`config.mk`:
```
export PLATFORM = sky130hd
export DESIGN_NAME = bbc_bus_ctrl
export DESIGN_NICKNAME = d
export VERILOG_FILES = /design/src/bbc_pkg.sv /design/src/bbc_bus_ctrl.sv /design/src/bbc_por_reset.sv
export SDC_FILE = /design/constraint.sdc
export NUM_CORES = 1
export LEC_CHECK = 0
export ABC_AREA = 1
export BUFFER_PORTS_ARGS = -buffer_cell sky130_fd_sc_hd__buf_2
export CAP_MARGIN = 40
export CORE_UTILIZATION = 50
export DETAILED_ROUTE_END_ITERATION = 7
export GPL_TIMING_DRIVEN = 0
export PLACE_DENSITY = 0.72
export REMOVE_ABC_BUFFERS = 1
export SLEW_MARGIN = 20
export SYNTH_ARGS = -nofsm -noshare
export SYNTH_HDL_FRONTEND = slang
export SYNTH_SLANG_ARGS = --single-unit
```
`constraint.sdc`:
```
create_clock -name clk -period 2 [get_ports clk]
set_input_delay 0.2 -clock clk [delete_from_list [all_inputs] [get_ports clk]]
set_output_delay 0.2 -clock clk [all_outputs]
set_load 0.01 [all_outputs]
```
`src/bbc_pkg.sv`:
```
// boot and sram bus controller constants and types
package bbc_pkg;
    localparam int          ADDR_W          = 24;
    localparam int          DATA_W          = 16;
    localparam logic [2:0]  BOOT_WAITS_RST  = 3'h3;
    localparam logic        BOOT_PORT8_RST  = 1'b0;
    localparam logic        SRAM_3CLK_RST   = 1'b0;
    localparam logic [2:0]  SYNC_LAT        = 3'h2;
    localparam logic [2:0]  SRAM_WAITS_2CLK = 3'h0;
    localparam logic [2:0]  SRAM_WAITS_3CLK = 3'h1;
    localparam int          SRAM_SEL_BIT    = 23;
    localparam int          POR_HOLD_CYCLES = 512;
    localparam int          POR_CNT_W       = 10;
    localparam logic [15:0] DATA_RST        = 16'h0000;
    localparam logic [23:0] ADDR_RST        = 24'h000000;

    typedef enum logic [3:0] {
        BBC_IDLE = 4'h1,
        BBC_ADDR = 4'h2,
        BBC_WAIT = 4'h4,
        BBC_END  = 4'h8
    } bbc_state_e;
endpackage

```
`src/bbc_bus_ctrl.sv`:
```
// boot chip select and sram chip select bus controller with power-on reset
// Summary of operation
// - after reset boot select is a 16-bit port with three waits until reprogrammed.
// - byte acknowledge is inverse of counter bit one; device ends as 8-bit access.
// - device holds itself in reset and drives its open-drain reset output.
// - sram completes in two clocks, or three clocks when configured slow.
`timescale 1ns/1ps
module bbc_bus_ctrl #(
    parameter int POR_HOLD = bbc_pkg::POR_HOLD_CYCLES
) (
    // clock and reset
    input  wire logic                       clk,
    input  wire logic                       nrst,
    // user request
    input  wire logic                       req_valid,
    input  wire logic                       req_write,
    input  wire logic                       req_word,
    input  wire logic [bbc_pkg::ADDR_W-1:0] req_addr,
    input  wire logic [bbc_pkg::DATA_W-1:0] req_wdata,
    output logic                            req_ready,
    output logic                            resp_done,
    output logic [bbc_pkg::DATA_W-1:0]      resp_rdata,
    output logic                            resp_byte_port,
    // chip select configuration
    input  wire logic                       cfg_load,
    input  wire logic                       cfg_boot_port8,
    input  wire logic [2:0]                 cfg_boot_waits,
    input  wire logic                       cfg_sram_3clk,
    // external bus
    output logic [bbc_pkg::ADDR_W-1:0]      bus_addr,
    output logic                            bus_read,
    output logic                            bus_size_byte,
    output logic                            boot_chip_select_n,
    output logic                            sram_chip_select_n,
    input  wire logic                       byte_port_size_ack_n,
    input  wire logic [bbc_pkg::DATA_W-1:0] bus_data_in,
    output logic [bbc_pkg::DATA_W-1:0]      bus_data_out,
    output logic                            bus_data_oe,
    // system reset pin
    input  wire logic                       rst_pin_in,
    output logic                            rst_pin_out,
    output logic                            rst_pin_oe
);
    import bbc_pkg::*;

    bbc_state_e          state_ff;
    bbc_state_e          nxt_state;
    logic [2:0]          cnt_ff;
    logic                boot_ff;
    logic                wr_ff;
    logic                word_ff;
    logic                second_ff;
    logic [ADDR_W-1:0]   addr_ff;
    logic [DATA_W-1:0]   wdata_ff;
    logic [DATA_W-1:0]   dout_ff;
    logic                doe_ff;
    logic                size_byte_ff;
    logic                cs_boot_n_ff;
    logic                cs_sram_n_ff;
    logic [DATA_W-1:0]   rdata_ff;
    logic                done_ff;
    logic                ready_ff;
    logic                byte_port_ff;
    logic                port8_ff;
    logic [2:0]          waits_ff;
    logic                sram3_ff;
    logic                ack_s1_ff;
    logic                ack_s2_ff;
    logic [DATA_W-1:0]   din_s1_ff;
    logic [DATA_W-1:0]   din_s2_ff;
    logic                sys_rst_n;
    logic                half_ff;
    logic                cap1_ff;
    logic                cap2_ff;

    logic                accept;
    logic                ack_seen;
    logic [2:0]          wait_limit;
    logic                term_byte;
    logic                term_word;
    logic                term;
    logic                need_second;
    logic [7:0]          lane_byte;
    logic [7:0]          byte_in;
    logic [DATA_W-1:0]   nxt_rdata;
    logic [DATA_W-1:0]   nxt_dout;
    logic                rst_n;
    logic                end_ok;
    logic                wr_next;

    bbc_por_reset #(
        .HOLD_CYCLES (POR_HOLD)
    ) u_por (
        .clk         (clk),
        .nrst        (nrst),
        .rst_pin_in  (rst_pin_in),
        .rst_pin_out (rst_pin_out),
        .rst_pin_oe  (rst_pin_oe),
        .sys_rst_n   (sys_rst_n)
    );

    assign rst_n       = nrst && sys_rst_n;
    assign accept      = req_valid && ready_ff;
    assign ack_seen    = !ack_s2_ff;
    // internal limit covers the acknowledge synchroniser so the byte ack wins
    assign wait_limit  = boot_ff ? waits_ff + SYNC_LAT
                                 : (sram3_ff ? SRAM_WAITS_3CLK : SRAM_WAITS_2CLK);
    assign term_byte   = boot_ff && (ack_seen || (port8_ff && cnt_ff == wait_limit));
    assign term_word   = (cnt_ff == wait_limit) && !term_byte;
    assign term        = (state_ff == BBC_WAIT) && (term_byte || term_word);
    assign need_second = term_byte && word_ff && !second_ff;
    // read data leaves the input synchroniser two edges after termination
    assign end_ok      = !ack_seen && (cnt_ff >= SYNC_LAT - 3'h1);
    assign wr_next     = accept ? req_write : wr_ff;
    assign byte_in     = din_s2_ff[15:8];
    assign lane_byte   = addr_ff[0] ? din_s2_ff[7:0] : din_s2_ff[15:8];

    // read data assembly: 8-bit port data arrives on the upper lane
    assign nxt_rdata = !cap2_ff     ? rdata_ff :
                       byte_port_ff ? (!word_ff ? {8'h00, byte_in} :
                                       half_ff  ? {byte_in, 8'h00} :
                                                  {rdata_ff[15:8], byte_in}) :
                       word_ff    ? din_s2_ff : {8'h00, lane_byte};

    // write data lanes: byte writes are mirrored so either lane carries them
    assign nxt_dout = second_ff ? {wdata_ff[7:0], wdata_ff[7:0]} :
                      word_ff   ? wdata_ff : {wdata_ff[7:0], wdata_ff[7:0]};

    always_comb begin
        nxt_state = state_ff;
        case (state_ff)
            BBC_IDLE: begin
                if (accept) begin
                    nxt_state = BBC_ADDR;
                end
            end
            BBC_ADDR: begin
                nxt_state = BBC_WAIT;
            end
            BBC_WAIT: begin
                if (term) begin
                    nxt_state = BBC_END;
                end
            end
            BBC_END: begin
                // stale acknowledge must clear before a new cycle starts
                if (end_ok) begin
                    nxt_state = half_ff ? BBC_ADDR : BBC_IDLE;
                end
            end
            default: begin
                nxt_state = BBC_IDLE;
            end
        endcase
    end

    always_ff @(posedge clk) begin
        if (!rst_n) begin
            ack_s1_ff <= 1'b1;
            ack_s2_ff <= 1'b1;
            din_s1_ff <= DATA_RST;
            din_s2_ff <= DATA_RST;
        end else begin
            ack_s1_ff <= byte_port_size_ack_n;
            ack_s2_ff <= ack_s1_ff;
            din_s1_ff <= bus_data_in;
            din_s2_ff <= din_s1_ff;
        end
    end

    always_ff @(posedge clk) begin
        if (!rst_n) begin
            port8_ff <= BOOT_PORT8_RST;
            waits_ff <= BOOT_WAITS_RST;
            sram3_ff <= SRAM_3CLK_RST;
        end else if (cfg_load) begin
            port8_ff <= cfg_boot_port8;
            waits_ff <= cfg_boot_waits;
            sram3_ff <= cfg_sram_3clk;
        end
    end

    always_ff @(posedge clk) begin
        if (!rst_n) begin
            state_ff <= BBC_IDLE;
            ready_ff <= 1'b0;
            done_ff  <= 1'b0;
            half_ff  <= 1'b0;
            cap1_ff  <= 1'b0;
            cap2_ff  <= 1'b0;
        end else begin
            state_ff <= nxt_state;
            ready_ff <= (nxt_state == BBC_IDLE);
            done_ff  <= (state_ff == BBC_END) && end_ok && !half_ff;
            cap1_ff  <= term;
            cap2_ff  <= cap1_ff;
            if (term && need_second) begin
                half_ff <= 1'b1;
            end else if (state_ff == BBC_END && end_ok) begin
                half_ff <= 1'b0;
            end
        end
    end

    always_ff @(posedge clk) begin
        if (!rst_n) begin
            boot_ff   <= 1'b0;
            wr_ff     <= 1'b0;
            word_ff   <= 1'b0;
            addr_ff   <= ADDR_RST;
            wdata_ff  <= DATA_RST;
            second_ff <= 1'b0;
        end else if (accept) begin
            boot_ff   <= !req_addr[SRAM_SEL_BIT];
            wr_ff     <= req_write;
            word_ff   <= req_word;
            addr_ff   <= req_word ? {req_addr[ADDR_W-1:1], 1'b0} : req_addr;
            wdata_ff  <= req_wdata;
            second_ff <= 1'b0;
        end else if (term && need_second) begin
            second_ff <= 1'b1;
            addr_ff   <= {addr_ff[ADDR_W-1:1], 1'b1};
        end
    end

    always_ff @(posedge clk) begin
        if (!rst_n) begin
            cnt_ff       <= 3'h0;
            cs_boot_n_ff <= 1'b1;
            cs_sram_n_ff <= 1'b1;
            doe_ff       <= 1'b0;
            dout_ff      <= DATA_RST;
            size_byte_ff <= 1'b0;
            rdata_ff     <= DATA_RST;
            byte_port_ff <= 1'b0;
        end else begin
            cnt_ff       <= (state_ff == nxt_state) ? cnt_ff + 3'h1 : 3'h0;
            cs_boot_n_ff <= !(boot_ff && nxt_state == BBC_WAIT);
            cs_sram_n_ff <= !(!boot_ff && nxt_state == BBC_WAIT);
            doe_ff       <= wr_next && (nxt_state == BBC_ADDR || nxt_state == BBC_WAIT);
            dout_ff      <= nxt_dout;
            size_byte_ff <= !word_ff || second_ff;
            rdata_ff     <= wr_ff ? rdata_ff : nxt_rdata;
            byte_port_ff <= term ? term_byte : byte_port_ff;
        end
    end

    assign req_ready          = ready_ff;
    assign resp_done          = done_ff;
    assign resp_rdata         = rdata_ff;
    assign resp_byte_port     = byte_port_ff;
    assign bus_addr           = addr_ff;
    assign bus_read           = !wr_ff;
    assign bus_size_byte      = size_byte_ff;
    assign boot_chip_select_n = cs_boot_n_ff;
    assign sram_chip_select_n = cs_sram_n_ff;
    assign bus_data_out       = dout_ff;
    assign bus_data_oe        = doe_ff;
endmodule

```
`src/bbc_por_reset.sv`:
```
// power-on reset hold and open-drain system reset pin driver
`timescale 1ns/1ps
module bbc_por_reset #(
    parameter int HOLD_CYCLES = bbc_pkg::POR_HOLD_CYCLES
) (
    // clock and reset
    input  wire logic clk,
    input  wire logic nrst,
    // reset pin
    input  wire logic rst_pin_in,
    output logic      rst_pin_out,
    output logic      rst_pin_oe,
    // internal reset
    output logic      sys_rst_n
);
    import bbc_pkg::*;

    logic [POR_CNT_W-1:0] cnt_ff;
    logic                 hold_ff;
    logic                 pin_s1_ff;
    logic                 pin_s2_ff;
    logic                 sys_rst_n_ff;
    logic                 hold_done;
    logic [POR_CNT_W-1:0] nxt_cnt;

    assign hold_done   = (cnt_ff == POR_CNT_W'(HOLD_CYCLES - 1));
    assign nxt_cnt     = hold_done ? cnt_ff : cnt_ff + POR_CNT_W'(1);
    assign rst_pin_out = 1'b0;
    assign rst_pin_oe  = hold_ff;
    assign sys_rst_n   = sys_rst_n_ff;

    always_ff @(posedge clk) begin
        if (!nrst) begin
            cnt_ff       <= '0;
            hold_ff      <= 1'b1;
            pin_s1_ff    <= 1'b0;
            pin_s2_ff    <= 1'b0;
            sys_rst_n_ff <= 1'b0;
        end else begin
            cnt_ff       <= nxt_cnt;
            hold_ff      <= !hold_done;
            pin_s1_ff    <= rst_pin_in;
            pin_s2_ff    <= pin_s1_ff;
            sys_rst_n_ff <= !hold_ff && pin_s2_ff;
        end
    end
endmodule

```
# == Word level (Yosys, flattened, before mapping) ==
# Cells that the tools add are included.
# totals
ff_bits,146
# classes
add_sub_neg,3
magnitude_cmp,1
n_eq_ne,11
muxes,20
bitwise_logic,2
reduce_logical,38
# op_table
cell,count
two-way mux 16 bit,6
two-way mux 24 bit,1
logical AND 1 bit,16
case mux 4 bit (4 select lines),1
logical NOT 1 bit,12
two-way mux 4 bit,3
"adder 10 x 1 -> 10 bit, second input constant",1
"equality test 10 x 9 -> 1 bit, second input constant",1
"equality test 4 x 1 -> 1 bit, second input constant",2
"equality test 4 x 2 -> 1 bit, second input constant",2
"equality test 4 x 3 -> 1 bit, second input constant",2
two-way mux 8 bit,1
two-way mux 1 bit,6
equality test 4 bit,1
"equality test 4 bit, second input constant",1
logical OR 1 bit,4
AND reduction 2 bit,2
nonzero test 2 bit,2
"adder 3 x 1 -> 3 bit, second input constant",1
"adder 3 x 2 -> 3 bit, second input constant",1
equality test 3 bit,1
"greater-or-equal comparator 3 x 1 -> 1 bit, second input constant",1
two-way mux 3 bit,1
"inequality test 3 x 2 -> 1 bit, second input constant",1
other kinds (4),5

# == Logic depth before layout (Yosys ltp) ==
# depth
ltp_word,15
depth_mapped,15
depth_no_buf,14

# == By module ==
# A second synthesis with hierarchy kept.
# hier_totals
cells_unflattened,678
hier_area_um2,5347.6
# modules_own_cells
mod,n_inst,cells_per_inst,area_per_inst_um2
bbc_bus_ctrl,1,580,4667.0
bbc_por_reset,1,98,680.7

# == Least setup slack after synthesis ==
# No wires, ideal clock.
# synth_timing
kind,register to register
from,register u_por.cnt_ff[0]
to,register u_por.cnt_ff[4]
setup_ps,119
arrival_time_ps,1375
t_required_ps,1881
slack_ps,506
path_stages_with_launch,11
path_buffers,0
synth_period_minus_slack_ps,1494
cell_sequence,dfxtp_1 ha_1 nand3_1 nor3_2 nand2_1 nor3_4 inv_2 nand3_1 inv_1 nand2_1 a21oi_1
# synth_via
elab_chain_len,1
elab_cells_between_ends,2
classes_between,1 x add/sub; 1 x eq/ne
# synth_lines
item,line_no,rtl
"start, declared",bbc_por_reset.sv:18,logic [POR_CNT_W-1:0] cnt_ff;
"start signal, assigned",bbc_por_reset.sv:40,cnt_ff <= nxt_cnt;
adder 10 x 1 -> 10 bit / equality test 10 x 9 -> 1 bit (equally long branches),"bbc_por_reset.sv:27, bbc_por_reset.sv:26",
# Parallel ways exist; a longest one is shown, timed or not.
# A chain may end at the register's enable or synchronous reset.

# == Final worst setup path ==
# layout_timing
from,"register ready_ff, in the netlist req_ready"
to,register cnt_ff[2]
# layout_via
elab_chain_len,5
# layout_lines
item,line_no,rtl
"start, declared",bbc_bus_ctrl.sv:62,logic ready_ff;
"start signal, assigned",bbc_bus_ctrl.sv:193,ready_ff <= (nxt_state == BBC_IDLE);
logical AND 1 bit,bbc_bus_ctrl.sv:103,assign accept = req_valid && ready_ff;
two-way mux 4 bit,bbc_bus_ctrl.sv:133,if (accept) begin
case mux 4 bit (4 select lines),bbc_bus_ctrl.sv:131,case (state_ff)
equality test 4 bit,bbc_bus_ctrl.sv:237,cnt_ff <= (state_ff == nxt_state) ? cnt_ff + 3'h1 : 3'h0;
AND reduction 2 bit (no line),n/a,
"end signal, assigned",bbc_bus_ctrl.sv:237,
"end, declared",bbc_bus_ctrl.sv:48,logic [2:0] cnt_ff;
# Every way passes these cells.

==> flow_metrics.env <==
export IMPL_reg2reg_depth=11
export IMPL_path_clk_slew_ps=60
export IMPL_start_util=0.521
export IMPL_drcViolationCount=0
export IMPL_synth_most_common_cell="dfxtp_1"
export IMPL_finalWeightedCongestion=0.800
export IMPL_synth_top_cell_by_area="dfxtp_1"
export IMPL_track_usage=0.231
export IMPL_slew_limit_headroom=0.539
export IMPL_syn_area_um2=5140
export IMPL_cp_depth=11
export IMPL_insertion_delay_ps=520
export IMPL_dp_hpwl_um=7370
export IMPL_drtAntennaViolNets=0
export IMPL_wire_per_inst_um=12.3
export IMPL_ys_seq_area_frac=0.569
export IMPL_leakage_nw=3.04
export IMPL_finalCriticalPeriod_ps=1760
export IMPL_rsz0062_at_grt="false"
export IMPL_worstMarginPinSlew_ps=691
export IMPL_hold_viol=0
export IMPL_numPlacedInstances=885
export IMPL_post_route_util=0.728
export IMPL_ios=135
export IMPL_numCtsBuffers=17
export IMPL_report_final_slew_viol_count=0
export IMPL_yosys_warnings=0
export IMPL_io_buffers=133
export IMPL_critPathBufInv=1
export IMPL_die_w_um=103
export IMPL_hold_depth=3
export IMPL_die_height_um=103
export IMPL_synthArstFlopShare=0
export IMPL_cap_violations=0
export IMPL_register_area_um2=2920
export IMPL_holdCritPathClass="in -> reg"
export IMPL_antenna_found_initial=0
export IMPL_start_kind="register"
export IMPL_synth_avg_cell_area_um2=7.98
export IMPL_period_share=0.880
export IMPL_crit_slowest_cell="dfxtp_1"
export IMPL_cts_tree="yes"
export IMPL_ir_drop_v=0.000636
export IMPL_cts_max_path_buffers=2
export IMPL_ys_top_cells_by_area="dfxtp_1 57%, nor2_1 10%, o21ai_0 7.2%"
export IMPL_p_per_area_nw_per_um2=844
export IMPL_cts_sinks=146
export IMPL_synth_edf_count=0
export IMPL_crit_fanout=54
export IMPL_drive_gt1_frac=0.220
export IMPL_setup_viol=0
export IMPL_root_buffer="clkbuf_8"
export IMPL_synth_cells=644
export IMPL_crit_chain="nand2_8, inv_8, nand3_1, nand3_1, nand2_1, nand2_1, nand2_1, nand3_1, nor2_1, nand2_1, nor2_1"
export IMPL_final_cells=984
export IMPL_grt_ovfl_total=0
export IMPL_fillers=720
export IMPL_status="finished clean"
export IMPL_synthFlopType="dfxtp_1"
export IMPL_crit_family="simple AND/OR/NAND/NOR gates"
export IMPL_max_stage_delay_ps=440
export IMPL_grt_pass1_vias=4443
export IMPL_final_nets=912
export IMPL_synth_common_cells="146 x dfxtp_1, 141 x nor2_1, 79 x inv_1, 74 x o21ai_0, 67 x nand2_1"
export IMPL_required_ps=2410
export IMPL_via_per_inst=4.79
export IMPL_synth_top_cell_area_share=0.569
export IMPL_grt_pass1_wl_um=19100
export IMPL_die_area_um2=10700
export IMPL_drtIter0Drc=143
export IMPL_crit_path_frequent_cell="nand2_1"
export IMPL_num_vias=4710
export IMPL_holdWs_ps=31.8
export IMPL_power_total_w=0.00606
export IMPL_endpoint_kind="register"
export IMPL_skew_ps=6.27
export IMPL_grt_max_degree=66
export IMPL_placementRows=36
export IMPL_multi_input_area_um2=1820
export IMPL_setup_worst_path_class="reg -> reg"
export IMPL_syn_to_final_growth_pct=39.7
export IMPL_worstPathArrival_ps=2170
export IMPL_cts_max_level=4
export IMPL_routed_wl_um=12100
export IMPL_n_antenna_cell=0
export IMPL_timing_fmax_mhz=568
export IMPL_firstDrtPassIters=4
export IMPL_ys_types=29
export IMPL_coreArea_um2=9860
export IMPL_synth_seq_cells=146
==> through the flow <==
stage	setup TNS, ps	setup slack, ps	instance area (um^2)
floorplan	-37340	-806	5030
global placement	-151950	-2320	5860
detailed placement	-1860	-451	5900
CTS	0	33.8	7160
global route	0	26.8	7180
finish	0	240	7180
==> sequential cells by signal (all words and copies together) (netlist names), 3 cells and up <==
signal / flops
waits_ff: 3
din_s2_ff: 16
resp_rdata: 16
u_por.cnt_ff: 10
bus_addr: 24
cnt_ff: 3
state_ff: 4
bus_data_out: 16
wdata_ff: 16
din_s1_ff: 16
==> cells in the final DEF, fill, tap and decap left out, drive strengths merged <==
cell type,instances
a211oi,2
a21boi,1
a21oi,50
a31oi,8
buf,135
bufinv,2
clkbuf,17
clkinv,6
clkinvlp,3
conb,1
dfxtp,146
dlygate4sd3,69
ha,3
inv,86
nand2,70
nand3,16
nand4,2
nor2,143
nor3,8
o21ai,75
or2,2
xnor2,2
xor2,4
==> area by class of cell <==
| class | count | area share |
|---|---|---|
| multi-input combinational | 387 | 0.254 |
| clock inverter | 13 | 0.0192 |
| tap | 133 | 0.0232 |
| inverter | 84 | 0.0457 |
| clock buffer | 17 | 0.0577 |
| sequential | 146 | 0.407 |
| timing repair buffer | 204 | 0.193 |
==> what timing repair did <==
| action | 4_1_cts | 5_1_grt |
|---|---|---|
| buffers inserted | 0 | 0 |
| hold buffers | 69 | 0 |
| gates resized for setup | 4 | 5 |
| pin swaps | 0 | 0 |
| endpoints found under the hold margin | 65 | 0 |
| setup endpoints to repair | 7 | 4 |
==> power by group <==
group          internal (W)  switching (W)
logic              0.000140      0.0000598
clock network       0.00176        0.00118
registers           0.00292     0.00000529
==> worst paths after layout <==
check | startpoint | to | slack, ps
max | req_ready | cnt_ff[2] | 240
min | req_write | wr_ff | 30
max reg2reg | req_ready | cnt_ff[2] | 240
min reg2reg | cap1_ff | cap2_ff | 400
==> cell families (layout without fill, tap and decap cells) <==
family | Yosys count | in the layout | share of synthesized area
AOI/OAI and AO/OA | 136 | 136 | 0.137
xor gates and xnor gates | 6 | 6 | 0.0102
adders and majority gates | 3 | 3 | 0.00730
buffers and inverters | 111 | 318 | 0.0835
DFF | 146 | 146 | 0.569
other | 1 | 1 | 0.000729
and+or+nand+nor | 241 | 241 | 0.193
==> metal layers <==
metal,wire length [um],part of all wire,track usage
met1,5180,0.43,0.247
met4,167,0.014,0.0899
met3,719,0.059,0.0692
met5,0,0,0
met2,6080,0.50,0.426
==> worst reg2reg max path: stages (launching register included) <==
cell and delay [ps]:
dfxtp_1 440, nand2_8 240, inv_8 260, nand3_1 130, nand3_1 130, nand2_1 60
nand2_1 70, nand2_1 60, nand3_1 70, nor2_1 40, nand2_1 110, nor2_1 50
Note: power is estimated with default switching activity, not from simulation.
